## config.mk

```make
export PLATFORM = sky130hd
export DESIGN_NAME = transfer_sw_activation
export DESIGN_NICKNAME = d
export VERILOG_FILES = /design/src/verilog/transfer_sw_activation_pkg.sv /design/src/verilog/activation_req_hold.sv /design/src/verilog/axil_word_slave.sv /design/src/verilog/transfer_sw_activation.sv
export VERILOG_INCLUDE_DIRS = /design/src /design/src/verilog
export SDC_FILE = /design/constraint.sdc
export NUM_CORES = 1
export LEC_CHECK = 0
export BUFFER_PORTS_ARGS = -buffer_cell sky130_fd_sc_hd__clkbuf_2
export CORE_ASPECT_RATIO = 1.2
export CORE_MARGIN = 2
export CORE_UTILIZATION = 35
export DETAILED_ROUTE_END_ITERATION = 6
export PLACE_DENSITY_LB_ADDON = 0.25
export SETUP_SLACK_MARGIN = 0.02
export SLEW_MARGIN = 20
export SYNTH_ARGS = -nofsm -noshare
export SYNTH_HDL_FRONTEND = slang
export SYNTH_SLANG_ARGS = --single-unit
export TNS_END_PERCENT = 1
```

## constraint.sdc

```tcl
create_clock -name mclk -period 1.5 [get_ports mclk]
set_input_delay 0.45 -clock mclk [delete_from_list [all_inputs] [get_ports mclk]]
set_output_delay 0.45 -clock mclk [all_outputs]
set_load 0.005 [all_outputs]
```

## src/verilog/transfer_sw_activation_regs.svh

```systemverilog
// Purpose: Register map constants for the software activation block
// Assumes: 32-bit AXI4-Lite, one aligned word per register
// Notes:   Offsets are register indices; byte address is index times four
`ifndef TRANSFER_SW_ACTIVATION_REGS_SVH
`define TRANSFER_SW_ACTIVATION_REGS_SVH

// Register indices
`define VECTOR_REG_INDEX  16'hFF37
`define STATUS_REG_INDEX  16'hFF80

// Vector register fields
`define ENABLE_BIT        7
`define VECTOR_MSB        6
`define VECTOR_LSB        0
`define VECTOR_REG_RESET  8'h00

// Status register fields
`define STAT_REQ_BIT      0
`define STAT_BUSY_BIT     1
`define STAT_ARMED_BIT    2
`define STAT_SELECT_BIT   3
`define STAT_EXHAUST_BIT  4

// Bus answers
`define RESP_OKAY         2'h0
`define RESP_SLVERR       2'h2

`endif

```

## src/verilog/transfer_sw_activation_pkg.sv

```systemverilog
// Purpose: Shared types and address decode for the activation block
// Assumes: Register constants come from the _regs header
// Notes:   Decode is used by both the read and the write path
`default_nettype none
`include "transfer_sw_activation_regs.svh"

package transfer_sw_activation_pkg;

    // Vector number carried to the transfer controller
    typedef logic [`VECTOR_MSB:`VECTOR_LSB] vector_type;

    // Which register a bus access selects
    typedef enum logic [1:0] {
        SEL_NONE,
        SEL_VECTOR,
        SEL_STATUS
    } reg_sel_type;

    // Word index to register selection
    function automatic reg_sel_type decodeSel(input logic [15:0] wordIndex);
        reg_sel_type sel;
        sel = SEL_NONE;
        if (wordIndex == `VECTOR_REG_INDEX) begin
            sel = SEL_VECTOR;
        end else if (wordIndex == `STATUS_REG_INDEX) begin
            sel = SEL_STATUS;
        end
        return sel;
    endfunction

endpackage

`default_nettype wire

```

## src/verilog/activation_req_hold.sv

```systemverilog
// Purpose: Holds the activation request until the controller takes it
// Assumes: Raise and take are one-cycle pulses on mclk
// Notes:   A raise in the take cycle keeps the request up
`default_nettype none

module activation_req_hold (
    input  wire logic mclk,
    input  wire logic rst_n,
    input  wire logic raise,
    input  wire logic take,
    output var  logic req
);

    // Request flag, raise wins over take
    always_ff @(posedge mclk or negedge rst_n) begin
        if (!rst_n) begin
            req <= 1'b0;
        end else if (raise) begin
            req <= 1'b1;
        end else if (take) begin
            req <= 1'b0;
        end
    end

endmodule

`default_nettype wire

```

## src/verilog/axil_word_slave.sv

```systemverilog
// Purpose: Minimal AXI4-Lite slave, one write and one read in flight
// Assumes: Parent decodes the address and supplies read data and hits
// Notes:   Write strobe pulse comes once both address and data are held
`default_nettype none
`include "transfer_sw_activation_regs.svh"

module axil_word_slave #(
    parameter int AW = 18
) (
    input  wire logic          mclk,
    input  wire logic          rst_n,
    input  wire logic [AW-1:0] awaddr,
    input  wire logic          awvalid,
    output var  logic          awready,
    input  wire logic [31:0]   wdata,
    input  wire logic [3:0]    wstrb,
    input  wire logic          wvalid,
    output var  logic          wready,
    output var  logic [1:0]    bresp,
    output var  logic          bvalid,
    input  wire logic          bready,
    input  wire logic [AW-1:0] araddr,
    input  wire logic          arvalid,
    output var  logic          arready,
    output var  logic [31:0]   rdata,
    output var  logic [1:0]    rresp,
    output var  logic          rvalid,
    input  wire logic          rready,
    output var  logic          wrPulse,
    output var  logic [AW-1:0] wrAddr,
    output var  logic [31:0]   wrData,
    output var  logic [3:0]    wrStrb,
    input  wire logic          wrHit,
    output var  logic          rdPulse,
    input  wire logic [31:0]   rdDataIn,
    input  wire logic          rdHit
);

    // Both halves held and no answer pending
    assign wrPulse = !awready && !wready && !bvalid;
    // Read is decoded in the handshake cycle
    assign rdPulse = arvalid && arready;

    // Write address channel
    always_ff @(posedge mclk or negedge rst_n) begin
        if (!rst_n) begin
            awready <= 1'b1;
            wrAddr  <= '0;
        end else if (awvalid && awready) begin
            awready <= 1'b0;
            wrAddr  <= awaddr;
        end else if (bvalid && bready) begin
            awready <= 1'b1;
        end
    end

    // Write data channel
    always_ff @(posedge mclk or negedge rst_n) begin
        if (!rst_n) begin
            wready <= 1'b1;
            wrData <= '0;
            wrStrb <= '0;
        end else if (wvalid && wready) begin
            wready <= 1'b0;
            wrData <= wdata;
            wrStrb <= wstrb;
        end else if (bvalid && bready) begin
            wready <= 1'b1;
        end
    end

    // Write response
    always_ff @(posedge mclk or negedge rst_n) begin
        if (!rst_n) begin
            bvalid <= 1'b0;
            bresp  <= `RESP_OKAY;
        end else if (wrPulse) begin
            bvalid <= 1'b1;
            bresp  <= wrHit ? `RESP_OKAY : `RESP_SLVERR;
        end else if (bready) begin
            bvalid <= 1'b0;
        end
    end

    // Read channel, data captured at the address handshake
    always_ff @(posedge mclk or negedge rst_n) begin
        if (!rst_n) begin
            arready <= 1'b1;
            rvalid  <= 1'b0;
            rdata   <= '0;
            rresp   <= `RESP_OKAY;
        end else if (rdPulse) begin
            arready <= 1'b0;
            rvalid  <= 1'b1;
            rdata   <= rdDataIn;
            rresp   <= rdHit ? `RESP_OKAY : `RESP_SLVERR;
        end else if (rvalid && rready) begin
            arready <= 1'b1;
            rvalid  <= 1'b0;
        end
    end

endmodule

`default_nettype wire

```

## src/verilog/transfer_sw_activation.sv

```systemverilog
// Purpose: Software activation register for the data transfer controller
// Assumes: Controller status inputs are synchronous to mclk
// Notes:   Vector register at index FF37, status register at index FF80
//          Bus offsets are word indices, the byte address is four times that
//          Enable priority: software set, then hardware clear, then software clear
//          The status word is read-only; writes to it are answered and dropped
//          Address bits above the map must be zero for a hit
//
// The AXI4-Lite slave port was decided locally.
`default_nettype none
`include "transfer_sw_activation_regs.svh"

module transfer_sw_activation #(
    parameter int AW = 18
) (
    // Clock and reset
    input  wire logic                                  mclk,
    input  wire logic                                  rst_n,
    // AXI4-Lite write address
    input  wire logic [AW-1:0]                         awaddr,
    input  wire logic                                  awvalid,
    output var  logic                                  awready,
    // AXI4-Lite write data
    input  wire logic [31:0]                           wdata,
    input  wire logic [3:0]                            wstrb,
    input  wire logic                                  wvalid,
    output var  logic                                  wready,
    // AXI4-Lite write response
    output var  logic [1:0]                            bresp,
    output var  logic                                  bvalid,
    input  wire logic                                  bready,
    // AXI4-Lite read address
    input  wire logic [AW-1:0]                         araddr,
    input  wire logic                                  arvalid,
    output var  logic                                  arready,
    // AXI4-Lite read data
    output var  logic [31:0]                           rdata,
    output var  logic [1:0]                            rresp,
    output var  logic                                  rvalid,
    input  wire logic                                  rready,
    // Transfer controller side
    input  wire logic                                  irqAfterTransferSelect,
    input  wire logic                                  countExhausted,
    input  wire logic                                  transferBusy,
    input  wire logic                                  transferDone,
    input  wire logic                                  activationTake,
    output var  logic                                  activationReq,
    output var  logic                                  swActivationEnable,
    output var  transfer_sw_activation_pkg::vector_type swVectorNumber
);

    // Types and the shared register decode
    import transfer_sw_activation_pkg::*;

    // Write strobe from the bus slave
    logic          wrPulse;
    // Held write address
    logic [AW-1:0] wrAddr;
    // Held write data
    logic [31:0]   wrData;
    // Held write byte strobes
    logic [3:0]    wrStrb;
    // Read handshake pulse
    logic          rdPulse;
    // Read data offered to the slave
    logic [31:0]   rdDataIn;
    // Register selected by the write
    reg_sel_type   wrSel;
    // Register selected by the read
    reg_sel_type   rdSel;
    // Write reaches a mapped register
    logic          wrHit;
    // Read reaches a mapped register
    logic          rdHit;
    // Write into the low byte of the vector register
    logic          vecWrite;
    // Software asks for enable set
    logic          swSet;
    // Software asks for enable clear
    logic          swClear;
    // Hardware clear at end of a transfer
    logic          hwClear;
    // Enable was read as one since the last write
    logic          clearArmed;
    // Enable rises from software
    logic          raiseReq;
    // Next enable value
    logic          next_enable;
    // Write address has no bits set above the map
    logic          wrUpperClear;
    // Read address has no bits set above the map
    logic          rdUpperClear;

    // The slave keeps address, data and strobes until the response
    // is taken, so every write decode below works from steady copies and
    // a slow master cannot change a write half way through
    // Bus slave with held address and data
    axil_word_slave #(
        .AW       (AW)
    ) u_slave (
        .mclk     (mclk),
        .rst_n    (rst_n),
        .awaddr   (awaddr),
        .awvalid  (awvalid),
        .awready  (awready),
        .wdata    (wdata),
        .wstrb    (wstrb),
        .wvalid   (wvalid),
        .wready   (wready),
        .bresp    (bresp),
        .bvalid   (bvalid),
        .bready   (bready),
        .araddr   (araddr),
        .arvalid  (arvalid),
        .arready  (arready),
        .rdata    (rdata),
        .rresp    (rresp),
        .rvalid   (rvalid),
        .rready   (rready),
        .wrPulse  (wrPulse),
        .wrAddr   (wrAddr),
        .wrData   (wrData),
        .wrStrb   (wrStrb),
        .wrHit    (wrHit),
        .rdPulse  (rdPulse),
        .rdDataIn (rdDataIn),
        .rdHit    (rdHit)
    );

    // Upper address bits beyond the word index, checked only when present
    generate
        if (AW > 18) begin : g_wide_addr
            // Any bit set above the map turns the access into a miss
            assign wrUpperClear = (wrAddr[AW-1:18] == '0);
            assign rdUpperClear = (araddr[AW-1:18] == '0);
        end else begin : g_narrow_addr
            // No bits above the index, nothing to check
            assign wrUpperClear = 1'b1;
            assign rdUpperClear = 1'b1;
        end
    endgenerate

    // Address decode, word index from byte address
    always_comb begin
        // Byte lanes below the word are ignored
        wrSel = decodeSel(wrAddr[17:2]);
        rdSel = decodeSel(araddr[17:2]);
        // A miss above the map overrides the index decode
        if (!wrUpperClear) begin
            wrSel = SEL_NONE;
        end
        if (!rdUpperClear) begin
            rdSel = SEL_NONE;
        end
    end

    // A miss still gets an answer, so software never hangs on a bad
    // offset; it only learns of the slip from the response code
    // Hits report OKAY, misses SLVERR
    assign wrHit = (wrSel != SEL_NONE);
    assign rdHit = (rdSel != SEL_NONE);

    // Upper lanes carry nothing; a write with lane 0 off is answered
    // but leaves every bit of the register alone
    // Only the low byte lane carries this register
    assign vecWrite = wrPulse && (wrSel == SEL_VECTOR) && wrStrb[0];

    // The slave captures this word at the read handshake, so the
    // status flags show the state of that very cycle
    // Read data selection
    always_comb begin
        rdDataIn = 32'h0000_0000;
        case (rdSel)
            // Enable and vector number
            SEL_VECTOR: begin
                rdDataIn[`ENABLE_BIT]             = swActivationEnable;
                rdDataIn[`VECTOR_MSB:`VECTOR_LSB] = swVectorNumber;
            end
            // Live controller and request state
            SEL_STATUS: begin
                // Bits above the status flags stay zero
                rdDataIn[`STAT_REQ_BIT]     = activationReq;
                rdDataIn[`STAT_BUSY_BIT]    = transferBusy;
                rdDataIn[`STAT_ARMED_BIT]   = clearArmed;
                rdDataIn[`STAT_SELECT_BIT]  = irqAfterTransferSelect;
                rdDataIn[`STAT_EXHAUST_BIT] = countExhausted;
            end
            // Unmapped reads as zero
            default: begin
                rdDataIn = 32'h0000_0000;
            end
        endcase
    end

    // The field has no side effects; software may rewrite it at any
    // time, and the request logic simply uses whatever it holds
    // Vector number field, plain read and write
    always_ff @(posedge mclk or negedge rst_n) begin
        if (!rst_n) begin
            // Field clears to zero on reset
            swVectorNumber <= vector_type'(`VECTOR_REG_RESET);
        end else if (vecWrite) begin
            // A strobed write replaces all seven bits
            swVectorNumber <= wrData[`VECTOR_MSB:`VECTOR_LSB];
        end
    end

    // A one is taken whatever the bit holds now, so software can
    // always re-arm the controller without reading first
    // Software set takes whatever the bit holds
    assign swSet = vecWrite && wrData[`ENABLE_BIT];

    // A zero only lands after a read of one, so a stale write of zero
    // cannot cancel an activation that software has not yet seen;
    // a running transfer also keeps the bit, whatever was read
    // Software clear needs a read of one first, and no transfer running
    assign swClear = vecWrite && !wrData[`ENABLE_BIT] && clearArmed
                     && !transferBusy;

    // The controller reports the end of a software transfer; with the
    // select low and count left, the bit drops so the next software
    // start needs a fresh write of one
    // Hardware clear only with select low and count remaining
    assign hwClear = transferDone && !irqAfterTransferSelect
                     && !countExhausted;

    // One priority order for every source: a set in the same cycle as a
    // clear wins, so a late write of one is never lost to the hardware
    // end of the previous transfer
    // Enable next value, set wins over either clear
    always_comb begin
        next_enable = swActivationEnable;
        if (swSet) begin
            // Software write of one
            next_enable = 1'b1;
        end else if (hwClear) begin
            // End of a transfer with count left
            next_enable = 1'b0;
        end else if (swClear) begin
            // Armed write of zero while idle
            next_enable = 1'b0;
        end
        // Select high or count out leaves the bit as it is
        // A busy controller blocks only the software clear
    end

    // The bit changes at the same edge that raises the write response,
    // so a read issued after the response always sees the new value
    // Enable flag register
    always_ff @(posedge mclk or negedge rst_n) begin
        if (!rst_n) begin
            // Disabled after reset
            swActivationEnable <= 1'b0;
        end else begin
            // Follows the priority logic above
            swActivationEnable <= next_enable;
        end
    end

    // The arm remembers that software has seen the bit high; any later
    // write to the register with lane 0 strobed, or the bit dropping, makes a new read
    // necessary before a zero is taken again
    // Arming for a later write of zero
    always_ff @(posedge mclk or negedge rst_n) begin
        if (!rst_n) begin
            // Nothing read yet after reset
            clearArmed <= 1'b0;
        end else if (rdPulse && rdSel == SEL_VECTOR && swActivationEnable) begin
            // A read that sees enable high arms the clear
            clearArmed <= 1'b1;
        end else if (vecWrite || !next_enable) begin
            // A write with lane 0 strobed, or the bit dropping, disarms
            clearArmed <= 1'b0;
        end
    end

    // Only a rise from zero starts the controller; rewriting a one while
    // the bit is already set leaves any pending request as it is
    // Request on a software rise of enable
    assign raiseReq = swSet && !swActivationEnable;

    // The request stays up until the controller accepts it, so a take
    // pulse that comes late still finds it; a raise in the take cycle
    // wins, so a new start is never swallowed by the old take
    // Request held until the controller takes it
    activation_req_hold u_req (
        .mclk  (mclk),
        .rst_n (rst_n),
        .raise (raiseReq),
        .take  (activationTake),
        .req   (activationReq)
    );

endmodule

`default_nettype wire

```

Yosys cells after proc, flatten, opt, wreduce, memory -nomap -nowiden
Index checks and enable logic that the tools add are counted.
Widths: inputs -> output; s select.
{ "word_totals": {"out_inout_bits": 50, "elab_cells": 82, "in_bits": 84, "regBits": 54} }
{ "op_classes": {"eq_ne": 7, "reduce_logical": 36, "mux": 24} }
{ "op_table": {"columns": ["cell", "count"], "rows": [
  ["$eq 16x16->1 const B", 4],
  ["$logic_and 1x1->1", 18],
  ["$mux 1", 16],
  ["$reduce_bool 2->1", 8],
  ["$mux 2", 6],
  ["$pmux 5 s2", 1],
  ["$logic_not 1->1", 9],
  ["$eq 2x1->1 const B", 2],
  ["$mux 3", 1],
  ["$eq 2x2->1 const B", 1],
  ["$logic_or 1x1->1", 1]
]} }

Logic depth before layout (Yosys ltp)
Gate-level depths: netlist (run 1).
{ "depth": {"depth_word": 16, "ltp_mapped": 5, "depth_no_buf": 4} }

Modules after synthesis
A second synthesis (run 1) with hierarchy kept.
{ "unflattened": {"cells_unflattened": 265, "hier_area_um2": 4277.9} }
{ "by_module_without_submodules": {"columns": ["module", "seq_area_each_um2", "cells_each", "instances", "area_per_inst_um2"], "rows": [
  ["axil_word_slave", 2331.0, 208, 1, 3614.7],
  ["transfer_sw_activation", 225.2, 54, 1, 626.9],
  ["activation_req_hold", 25.0, 3, 1, 36.3]
]} }

Least setup slack after synthesis (run 1)
Ideal clock, no wire load.
{ "synth_timing": {"kind": "input port to flip-flop", "startpoint": "in araddr[9]", "endpoint": "reg u_slave.rresp[1]", "required_ns": 1.358, "path_buffers": 0, "path_stages": 4, "arrival_time_ns": 1.599, "path_slack_ns": -0.240, "setup_ns": 0.142, "path_cell_list": "or4b_1 or4_4 nor2_4 nor3_1"} }
{ "synth_via": {"elab_chain_len": 5, "word_cells_on_any_way": 6, "cone_classes": "eq/ne: 2; mux: 3; reduce/logical: 1"} }
{ "synth_lines": {"columns": ["item", "line", "text"], "rows": [
  ["from (decl)", "transfer_sw_activation.sv:33", "input wire logic [AW-1:0] araddr,"],
  ["$eq 16x16->1 (no line)", null, null],
  ["$mux 2", "transfer_sw_activation_pkg.sv:25", "end else if (wordIndex == `STATUS_REG_INDEX) begin"],
  ["$mux 2 (*)", "transfer_sw_activation_pkg.sv:23", "if (wordIndex == `VECTOR_REG_INDEX) begin"],
  ["$reduce_bool 2->1 (*)", "transfer_sw_activation.sv:161", "assign rdHit = (rdSel != SEL_NONE);"],
  ["$mux 2 (no line) (*)", null, null],
  ["to (signal assigned)", "axil_word_slave.sv:91", "rresp <= `RESP_OKAY;"],
  ["to (signal assigned)", "axil_word_slave.sv:96", "rresp <= rdHit ? `RESP_OKAY : `RESP_SLVERR;"],
  ["to (decl)", "axil_word_slave.sv:26", "output var logic [1:0] rresp,"]
]} }
Every way passes the cells marked *; elsewhere a longest branch is shown, timed or not.
A chain may end at the register's enable or synchronous reset.

Final worst setup path (run 1)
{ "layout_timing": {"startpoint": "in araddr[9]", "endpoint": "reg u_slave.rdata[5]"} }
{ "layout_via": {"elab_chain_len": 5, "word_cells_on_any_way": 6, "cone_classes": "eq/ne: 3; mux: 3"} }
{ "layout_lines": {"columns": ["item", "line", "text"], "rows": [
  ["$eq 16x16->1 (no line)", null, null],
  ["$mux 2", "transfer_sw_activation_pkg.sv:25", null],
  ["$mux 2 (*)", "transfer_sw_activation_pkg.sv:23", null],
  ["$eq 2x1->1 (*)", "transfer_sw_activation.sv:173", "case (rdSel)"],
  ["$mux 3 (*)", "transfer_sw_activation.sv:173", null],
  ["to (signal assigned)", "axil_word_slave.sv:95", "rdata <= rdDataIn;"],
  ["to (decl)", "axil_word_slave.sv:25", "output var logic [31:0] rdata,"]
]} }
Marks and branches as above.

==> run summary, run 1 <==
Crit start category -> primary input
Max Buffers Root-to-Sink -> 2
Hold Vio Cnt, Final -> 0
Tmin final -> 1.634 ns
Crit Reg-Reg Endpoint -> u_slave.rdata[5]$_DFFE_PN0P_
Ys Warns -> 0
Ys async rst share -> 100.0%
H-tree levels -> 2
Vias in the first global route -> 1611
Skew final -> 0.003545 ns
Type of the worst setup path -> in2reg
Mean post-synth cell area -> 12.50 um^2
Inserted Clock Buffers -> 5
Area Overhead vs Synth -> 28.65%
Worst skew pair latency -> 0.29 ns
Post-synthesis mux area share -> 17.26%
Maximum VDD drop -> 0.0008325 V
Register-to-register setup slack -> -0.09 ns
Avg WL per Cell -> 12.61 um
Reg2Reg Depth -> 4
Number of remaining DRC errors -> 0
Mapped Cells -> 181
Main combinational cell family by area after synthesis -> multiplexers
1st-iter DRT viols -> 41
ANT nets after route -> 0
Primary FF master, synth -> dfrtp_1
Area leader, netlist -> dfrtp_1
Multi-input logic area -> 910.9 um^2
DP Wirelength -> 3521 um
Final setup fails -> 11
PD cells -> 1247 nW/um^2
Final WL -> 4541 um
Largest net degree at the start of global routing -> 51
Global placer's final weighted congestion -> 0.7312
Critical Path AT -> 1.87 ns
Post-synth cell types -> 34
Adder-cell share of the synthesized area -> 0%
Fillers -> 621
Starting Density -> 35.76%
Reg area -> 1255 um^2
Diodes inserted -> 0
Yosys top cell area share -> 51.99%
Register area share after synthesis -> 55.48%
Fmax -> 612.0 MHz
First-pass GRT wire length -> 7424 um
Synthesized flop and latch total -> 50
Most frequent cell after synthesis -> dfrtp_1
Core box area -> 6326 um^2
Via count -> 1619
Chip height -> 92.07 um
Io pins -> 134
Nature of the critical path endpoint -> flip-flop
Avg Vias per Cell -> 4.497
DR pass1 iterations -> 4
PnR worst setup slack -> -0.1340 ns
Top cells by count, synth -> dfrtp_1, mux2_2, buf_4, nand2_1
Die ar. -> 7125 um^2
Synth area leaders -> dfrtp_1, mux2_2, buf_4
R2r startpoint -> u_slave.arready$_DFFE_PN1P_
Post-synthesis simple-gate area fraction -> 10.23%
Max-Cap Viols -> 0
DIE WIDTH -> 77.39 um
XOR/XNOR share of the synthesized area -> 0%
Crit-path max FO -> 6
Post-CTS Setup Bufs -> 0
Root buffer cell -> clkbuf_8
Critical Path RT -> 1.73 ns
Unrepaired setup endpoints after global routing -> yes
Leak pwr -> 0.001481 uW
Pre-CTS setup slack -> -0.4484 ns
Clock sink count -> 50
Clock Pin Slew Worst Setup and Hold Paths -> 0.08 ns
Hold Path Class -> in2async
Row count -> 32
Compound-Gate Fraction of Synth Area -> 6.914%
Layout cells sized above 1 -> 50.55%
Post-layout power -> 3629 uW
Nets@finish -> 358
CTS tree -> yes
Total gr overflow -> 0
Final worst-path cycle share -> 108.9%
PortBufs -> 76
Post-synth EDFFs -> 0
Status -> complete, but fails checks
Hold buffer count at CTS -> 0
Max-slew violation count -> 0
Violated checks -> negative setup slack
Total GRT Usage -> 13.16%
Worst setup startpoint -> araddr[9]
Initial antenna violation count -> 0
Mapped Area -> 2262 um^2
flip-flops by register name, indices dropped and copies added (netlist names), 7 cells and up:
name / cells
u_slave.wrAddr: 16
u_slave.rdata: 8
u_slave.wrData: 8
swVectorNumber: 7
worst max-delay path: stages:
cell and delay (ns):
buf_6 0.09, or4b_4 0.52, or4_4 0.48, nor2_4 0.17, a22o_1 0.15
worst max path at each step:
| stage | cells after the start | slack [ns] | end |
|---|---|---|---|
| after floorplan | 4 | -0.24 | u_slave.rresp[1]$_DFFE_PN0P_ |
| after global placement | 5 | -0.43 | clearArmed$_DFFE_PN0P_ |
| after detailed placement | 5 | -0.45 | u_slave.rdata[5]$_DFFE_PN0P_ |
| after CTS | 5 | -0.14 | u_slave.rdata[5]$_DFFE_PN0P_ |
| after global routing | 5 | -0.18 | clearArmed$_DFFE_PN0P_ |
| final | 5 | -0.13 | u_slave.rdata[5]$_DFFE_PN0P_ |
repair_timing:
item | CTS | global route
gates resized for setup | 3 | 6
pin swaps | 3 | 1
setup endpoints to repair | 19 | 21
cell families (layout without fill, tap and decap cells):
logic type | after synthesis | count (layout)
DFF | 50 | 50
and+or+nand+nor | 39 | 39
muxes | 35 | 35
buffers and inverters | 34 | 103
AOI/OAI and AO/OA | 22 | 22
other | 1 | 26
power by group:
group | internal (uW) | switching [uW]
clock | 332 | 402
combinational | 546 | 334
sequential | 1770 | 248
layer usage:
layer	wire, um	vias to the layer above	track usage, %
met1	1855	760	15.77
met5	0	-	0
met4	47	0	4.018
met2	2275	76	22.83
li1	-	778	-
met3	363	5	3.740
layout by cell type, fill, tap and decap left out, types with 2 or more instances in the layout:
master	count
dfstp_2	3
mux2i_1	3
a21o_1	6
buf_4	10
nand2_1	16
buf_12	3
inv_1	5
buf_6	3
o21ai_0	6
conb_1	26
clkbuf_1	3
nor3_1	2
clkbuf_2	74
nand3_1	2
dfrtp_1	47
nor3_2	3
mux2_2	32
a22o_1	3
nand4_1	4
clkbuf_8	5
per-stage QoR:
| step | hold WS, ns | setup TNS, ns | std cells | utilization (%) | instance area [um^2] |
|---|---|---|---|---|---|
| finish | 0.1346 | -1.163 | 360 | 46.00 | 2910 |
| global route | 0.1398 | -2.137 | 360 | 46.00 | 2910 |
| CTS | 0.1370 | -1.339 | 360 | 45.47 | 2877 |
| detailed placement | 0.4644 | -4.516 | 352 | 43.93 | 2779 |
| global placement | 0.4649 | -4.191 | 352 | 43.93 | 2779 |
| floorplan | 0.1544 | -2.496 | 206 | - | 2356 |
cell type report:
type                       count  area share (%)
clock buffer                   8           2.752
inverter                       5          0.6449
multi-input combinational    122           31.30
sequential                    50           43.12
tap                           85           3.654
timing repair buffer          90           18.53
Power figures use the tool's default switching activity.
==> inputs of run 2 (changes only) <==
ABC_AREA = 1   (was default)
==> run 2 against run 1 <==
  * The flow now finishes without violations
  * Clock power rose by 8.3%
  * Sequential share of layout area fell by 0.64 points
  * Power rose by 11%
  * Synthesized area rose by 6.5%
  * Count of clock-buffer cells in the layout fell by 1
  * Design area rose by 1.5%
  * Synthesized cell count rose by 45%
  * Combinational power rose by 33%
  * Clock skew rose by 0.0055 ns
  * Fmax rose by 14%
  * Global-route usage rose by 0.66 points
  * Critical path type is now reg2out
  * Critical endpoint is now wready
  * Largest cell class unchanged
  * Largest power group unchanged
==> run summary, run 2 <==
Row count -> 33 (+3.1%)
Worst skew pair latency -> 0.30 ns (about the same)
Unrepaired setup endpoints after global routing -> no
Mapped Cells -> 263 (+45%)
Hold Path Class -> in2async
Max-slew violation count -> 0 (unchanged)
Final core utilization -> 43.89% (-2.1 points)
Avg WL per Cell -> 11.21 um (-11%)
DIE WIDTH -> 79.73 um (+3.0%)
Global placer's final weighted congestion -> 0.7511 (+2.7%)
Synthesized flop and latch total -> 50 (unchanged)
Register area share after synthesis -> 52.10% (-3.4 points)
Vias in the first global route -> 1761 (+9.3%)
Leak pwr -> 0.001622 uW (+9.5%)
Status -> complete, no violations
DR pass1 iterations -> 4 (unchanged)
Clock Pin Slew Worst Setup and Hold Paths -> 0.09 ns (about the same)
Core box area -> 6730 um^2 (+6.4%)
Total gr overflow -> 0 (unchanged)
Top cells by count, synth -> nand2_1, dfrtp_1, buf_4, nor2_1, nand3_1
Non-Filler Instances -> 436 (+21%)
CP cell instances -> clkbuf_2
ANT nets after route -> 0 (unchanged)
Total GRT Usage -> 13.82% (+0.66 points)
Mapped Area -> 2409 um^2 (+6.5%)
Setup TNS -> 0 ns (+1.163 ns)
Skew final -> 0.009023 ns (+0.005478 ns)
Hold buffer count at CTS -> 0 (unchanged)
Final worst-path cycle share -> 95.53% (-13 points)
Root buffer cell -> clkbuf_8
Crit-path max FO -> 4 (-2)
Post-synth cell types -> 20 (-41%)
Primary FF master, synth -> dfrtp_1
Largest register FFs -> 16 (unchanged)
Critical Path AT -> 0.98 ns (-0.89 ns)
Ys async rst share -> 100.0% (unchanged)
Final setup fails -> 0 (-11)
Largest Register -> u_slave.wrAddr
First-pass GRT wire length -> 8066 um (+8.6%)
Clock sink count -> 50 (unchanged)
Fillers -> 723 (+16%)
Chip height -> 94.87 um (+3.0%)
PortBufs -> 76 (unchanged)
PD cells -> 1359 nW/um^2 (+9.0%)
H-tree levels -> 2 (unchanged)
CTS tree -> yes
Largest regs -> u_slave.wrAddr (16), u_slave.rdata (8), u_slave.wrData (8)
Io pins -> 134 (unchanged)
Layout cells sized above 1 -> 34.67% (-16 points)
Mean post-synth cell area -> 9.158 um^2 (-27%)
Slowest cell delay on critical path -> 0.56 ns (+0.04 ns)
Number of remaining DRC errors -> 0 (unchanged)
Most common cell after layout, fill and taps aside -> clkbuf_2
Die ar. -> 7564 um^2 (+6.2%)
Post-CTS Setup Bufs -> 0 (unchanged)
Post-synth EDFFs -> 0 (unchanged)
Max Buffers Root-to-Sink -> 2 (unchanged)
Starting Density -> 35.79% (about the same)
Max-Cap Viols -> 0 (unchanged)
Post-layout power -> 4013 uW (+11%)
Placed cells -> 428 (+22%)
Via count -> 1909 (+18%)
Critical Path RT -> 1.05 ns (-0.68 ns)
Tmin final -> 1.433 ns (-0.2011 ns)
Area leader, netlist -> dfrtp_1
Avg Vias per Cell -> 4.378 (-2.6%)
Synth area leaders -> dfrtp_1, nand2_1, mux2_2
Hold Vio Cnt, Final -> 0 (unchanged)
Nature of the critical path endpoint -> output port
Nets@finish -> 432 (+21%)
DP Wirelength -> 3921 um (+11%)
Initial antenna violation count -> 0 (unchanged)
Commonest non-fill, non-tap cells in the layout -> clkbuf_2, nand2_1, dfrtp_1, nor2_1, conb_1
Diodes inserted -> 0 (unchanged)
Yosys top cell area share -> 48.83% (-3.2 points)
Crit start category -> flip-flop
Post-cts resize count -> 0 (-3)
Type of the worst setup path -> reg2out
CP Buf/Inv Count -> 1 (unchanged)
Hold WS -> 0.06320 ns (-0.07141 ns)
Inserted Clock Buffers -> 5 (unchanged)
Maximum VDD drop -> 0.0008701 V (+4.5%)
Slowest CP cell -> dfstp_2
Ys Warns -> 0 (unchanged)
Crit path max-delay family -> flip-flops
Most frequent cell after synthesis -> nand2_1
Largest net degree at the start of global routing -> 26 (-49%)
Final WL -> 4889 um (+7.7%)
Area Overhead vs Synth -> 22.65%
1st-iter DRT viols -> 57 (+39%)
Fmax -> 697.9 MHz (+14%)
## run 2: cell types whose count changed in the layout (fill, tap and decap cells not counted), moves of 3 or more
cell     before  now
nand2_1      16   62
nor2_1        1   26
nand3_1       2   25
inv_1         5   22
mux2_2       32   19
a21o_1        6    0
a21oi_1       1    7
buf_4        10    5
a22o_1        3    0
buf_6         3    0
mux2i_1       3    0
nor2_2        0    3
nor3_2        3    0
## run 2: report_power, final
part           leakage, uW  switching (uW)  internal (uW)
combinational     0.000954             587            583
clock            0.0000482             422            373
sequential        0.000619             239           1810
## run 2: worst paths after layout
kind | start | depth (start not counted) | slack [ns] | to
min in group mclk | bready | 2 | 0.34 | u_slave.bvalid$_DFFE_PN0P_
max reg2reg | u_slave.wrAddr[5]$_DFFE_PN0P_ | 9 | 0.21 | swActivationEnable$_DFF_PN0_
max | u_slave.wready$_DFFE_PN1P_ | 1 | 0.07 | wready
min reg2reg | u_slave.rdata[5]$_DFFE_PN0P_ | 2 | 0.49 | u_slave.rdata[5]$_DFFE_PN0P_
max in group asynchronous | rst_n | 2 | 0.94 | u_slave.awready$_DFFE_PN1P_
min | rst_n | 1 | 0.06 | u_slave.wrAddr[6]$_DFFE_PN0P_
## run 2: metal layers
| layer | track usage, % | wire, um | vias to the layer above |
|---|---|---|---|
| met3 | 5.258 | 539 | 5 |
| met4 | 4.310 | 48 | 0 |
| met5 | 0 | 0 | - |
| met2 | 24.51 | 2417 | 83 |
| met1 | 15.20 | 1883 | 863 |
| li1 | - | - | 958 |
## run 2: final cells by class
type	count	area, um^2	area share (%)
repair buffers	84	478.0	16.18
clock buffers	7	86.33	2.922
inverters	22	82.58	2.795
flip-flops and latches	50	1255	42.48
well taps	87	108.9	3.685
multi-input cells	185	938.4	31.77
clock inverters	1	5.005	0.1694
## run 2: per-stage QoR
step                setup WS [ns]  instance area (um^2)
global placement          0.09726                  2863
CTS                       0.04705                  2954
detailed placement         0.1038                  2863
global route              0.02507                  2954
floorplan                  0.3030                  2502
finish                    0.06705                  2954
## run 2: logic make-up after synthesis
group	share of synthesized area, %
AO/OA/AOI/OAI	3.065
other	0.1557
flip-flops	52.10
AND/OR/NAND/NOR	22.96
multiplexers	8.883
buffers and inverters	12.83
==> inputs of run 3 (changes only) <==
CORE_UTILIZATION = 40   (was 35)
SLEW_MARGIN = 10   (was 20)
==> run 3 against run 2 <==
  * Setup slack better by 0.016 ns
  * First-iteration DRC count up 33%
  * Global-route usage up 1.1 points
  * Wire length down 4.0%
  * Count of clock-buffer cells in the layout down 1
  * Sequential power about the same
  * Power up 7.9%
  * Combinational power about the same
  * Critical path type unchanged
  * Largest cell class unchanged
  * Largest power group unchanged
  * Highest routed layer unchanged
==> run summary, run 3 (synthesized netlist as in run 2, its figures left out) <==
Commonest non-fill, non-tap cells in the layout -> clkbuf_2, nand2_1, dfrtp_1, nor2_1, conb_1
ANT nets after route -> 0 (unchanged)
Register-to-register setup slack -> 0.22 ns (about the same)
Nature of the critical path endpoint -> output port
Placed cells -> 422 (-1.4%)
Unrepaired setup endpoints after global routing -> no
Crit Reg-Reg Endpoint -> swActivationEnable$_DFF_PN0_
PnR worst setup slack -> 0.08292 ns (+0.01587 ns)
Clock sink count -> 50 (unchanged)
R2r startpoint -> u_slave.wrAddr[5]$_DFFE_PN0P_
DIE WIDTH -> 74.84 um (-6.1%)
Die ar. -> 6661 um^2 (-12%)
CTS tree -> yes
Hold buffer count at CTS -> 0 (unchanged)
Nets@finish -> 433 (+0.23%)
PD cells -> 1454 nW/um^2 (+7.0%)
Tmin final -> 1.417 ns (-0.01587 ns)
Fmax -> 705.7 MHz (+1.1%)
Initial antenna violation count -> 0 (unchanged)
Final worst-path cycle share -> 94.47% (-1.1 points)
CP Buf/Inv Count -> 1 (unchanged)
Total gr overflow -> 0 (unchanged)
Largest register FFs -> 16 (unchanged)
Post-CTS Setup Bufs -> 0 (unchanged)
Slowest CP cell -> dfstp_2
Crit path to -> wready
Setup TNS -> 0 ns (unchanged)
Diodes inserted -> 0 (unchanged)
Largest Register -> u_slave.wrAddr
Max-slew violation count -> 0 (unchanged)
Chip height -> 89.01 um (-6.2%)
Avg Vias per Cell -> 4.330 (-1.1%)
Max Buffers Root-to-Sink -> 2 (unchanged)
Worst setup startpoint -> u_slave.wready$_DFFE_PN1P_
Hold Vio Cnt, Final -> 0 (unchanged)
Most common cell after layout, fill and taps aside -> clkbuf_2
Final WL -> 4694 um (-4.0%)
Clock Pin Slew Worst Setup and Hold Paths -> 0.08 ns (about the same)
Crit start category -> flip-flop
Vias in the first global route -> 1831 (+4.0%)
Row count -> 30 (-9.1%)
CP cell instances -> clkbuf_2
1st-iter DRT viols -> 76 (+33%)
Reg2Reg Depth -> 9 (unchanged)
Post-cts resize count -> 0 (unchanged)
Critical Path RT -> 1.05 ns (about the same)
Root buffer cell -> clkbuf_8
Worst skew pair latency -> 0.29 ns (about the same)
Crit-path max FO -> 4 (unchanged)
Inserted Clock Buffers -> 5 (unchanged)
Largest regs -> u_slave.wrAddr (16), u_slave.rdata (8), u_slave.wrData (8)
Layout cells sized above 1 -> 35.14% (+0.47 points)
Largest net degree at the start of global routing -> 51 (+96%)
Number of remaining DRC errors -> 0 (unchanged)
Hold Path Class -> in2async
DP Wirelength -> 3744 um (-4.5%)
Final setup fails -> 0 (unchanged)
Crit path max-delay family -> flip-flops
Skew final -> 0.003820 ns (-0.005204 ns)
First-pass GRT wire length -> 7714 um (-4.4%)
Leak pwr -> 0.001640 uW (+1.1%)
DR pass1 iterations -> 4 (unchanged)
Crit. path cell count -> 1 (unchanged)
Type of the worst setup path -> reg2out
Via count -> 1862 (-2.5%)
Critical Path AT -> 0.97 ns (about the same)
Core box area -> 5743 um^2 (-15%)
H-tree levels -> 2 (unchanged)
Starting Density -> 41.94% (+6.2 points)
PortBufs -> 76 (unchanged)
Max-Cap Viols -> 0 (unchanged)
Global placer's final weighted congestion -> 0.7947 (+5.8%)
Non-Filler Instances -> 430 (-1.4%)
Area Overhead vs Synth -> 23.69%
Io pins -> 134 (unchanged)
Total GRT Usage -> 14.91% (+1.1 points)
Pre-CTS setup slack -> 0.1462 ns (+0.04236 ns)
Avg WL per Cell -> 10.92 um (-2.6%)
Slowest cell delay on critical path -> 0.56 ns (about the same)
Status -> complete, no violations
Maximum VDD drop -> 0.0009121 V (+4.8%)
## run 3: worst min-delay path by stage
stage          start                             end  cells past startpoint
2_1_floorplan  rst_n          clearArmed$_DFFE_PN0P_                      0
3_3_place_gp   rst_n  u_slave.wrAddr[13]$_DFFE_PN0P_                      2
3_5_place_dp   rst_n  u_slave.wrAddr[12]$_DFFE_PN0P_                      2
4_1_cts        rst_n   u_slave.wrData[2]$_DFFE_PN0P_                      2
5_1_grt        rst_n  u_slave.wrAddr[12]$_DFFE_PN0P_                      2
6_report       rst_n  u_slave.wrAddr[12]$_DFFE_PN0P_                      2
## run 3: per-layer routing
metal	GRT usage (%)	routed length, um	up-vias
li1	-	-	952
met1	17.63	1989	828
met2	26.08	2276	78
met3	4.284	382	4
met4	4.383	45	0
met5	0	0	-
## run 3: report_power, final
group          leakage [uW]  internal [uW]  switching (uW)
Combinational      0.000949            569             582
Clock             0.0000714            711             424
Sequential         0.000619           1810             237
Total               0.00164           3090            1240
## run 3: area by class of cell
type	count	area [um^2]
repair buffers	85	460.4
well taps	80	100.1
clock buffers	6	82.58
fillers	576	2764
flip-flops and latches	50	1255
inverters	22	82.58
multi-input cells	185	938.4
clock inverters	2	60.06
## run 3: stage by stage
stage / total power [uW] / util (%) / hold WS (ns) / instance area (um^2)
after floorplan: 2877 / - / 0.1544 / 2502
after global placement: 3199 / 49.39 / 0.4622 / 2836
after global routing: 4668 / 51.87 / 0.1504 / 2979
after detailed placement: 3248 / 49.39 / 0.4633 / 2836
final: 4331 / 51.87 / 0.1315 / 2979
after CTS: 4402 / 51.87 / 0.1375 / 2979
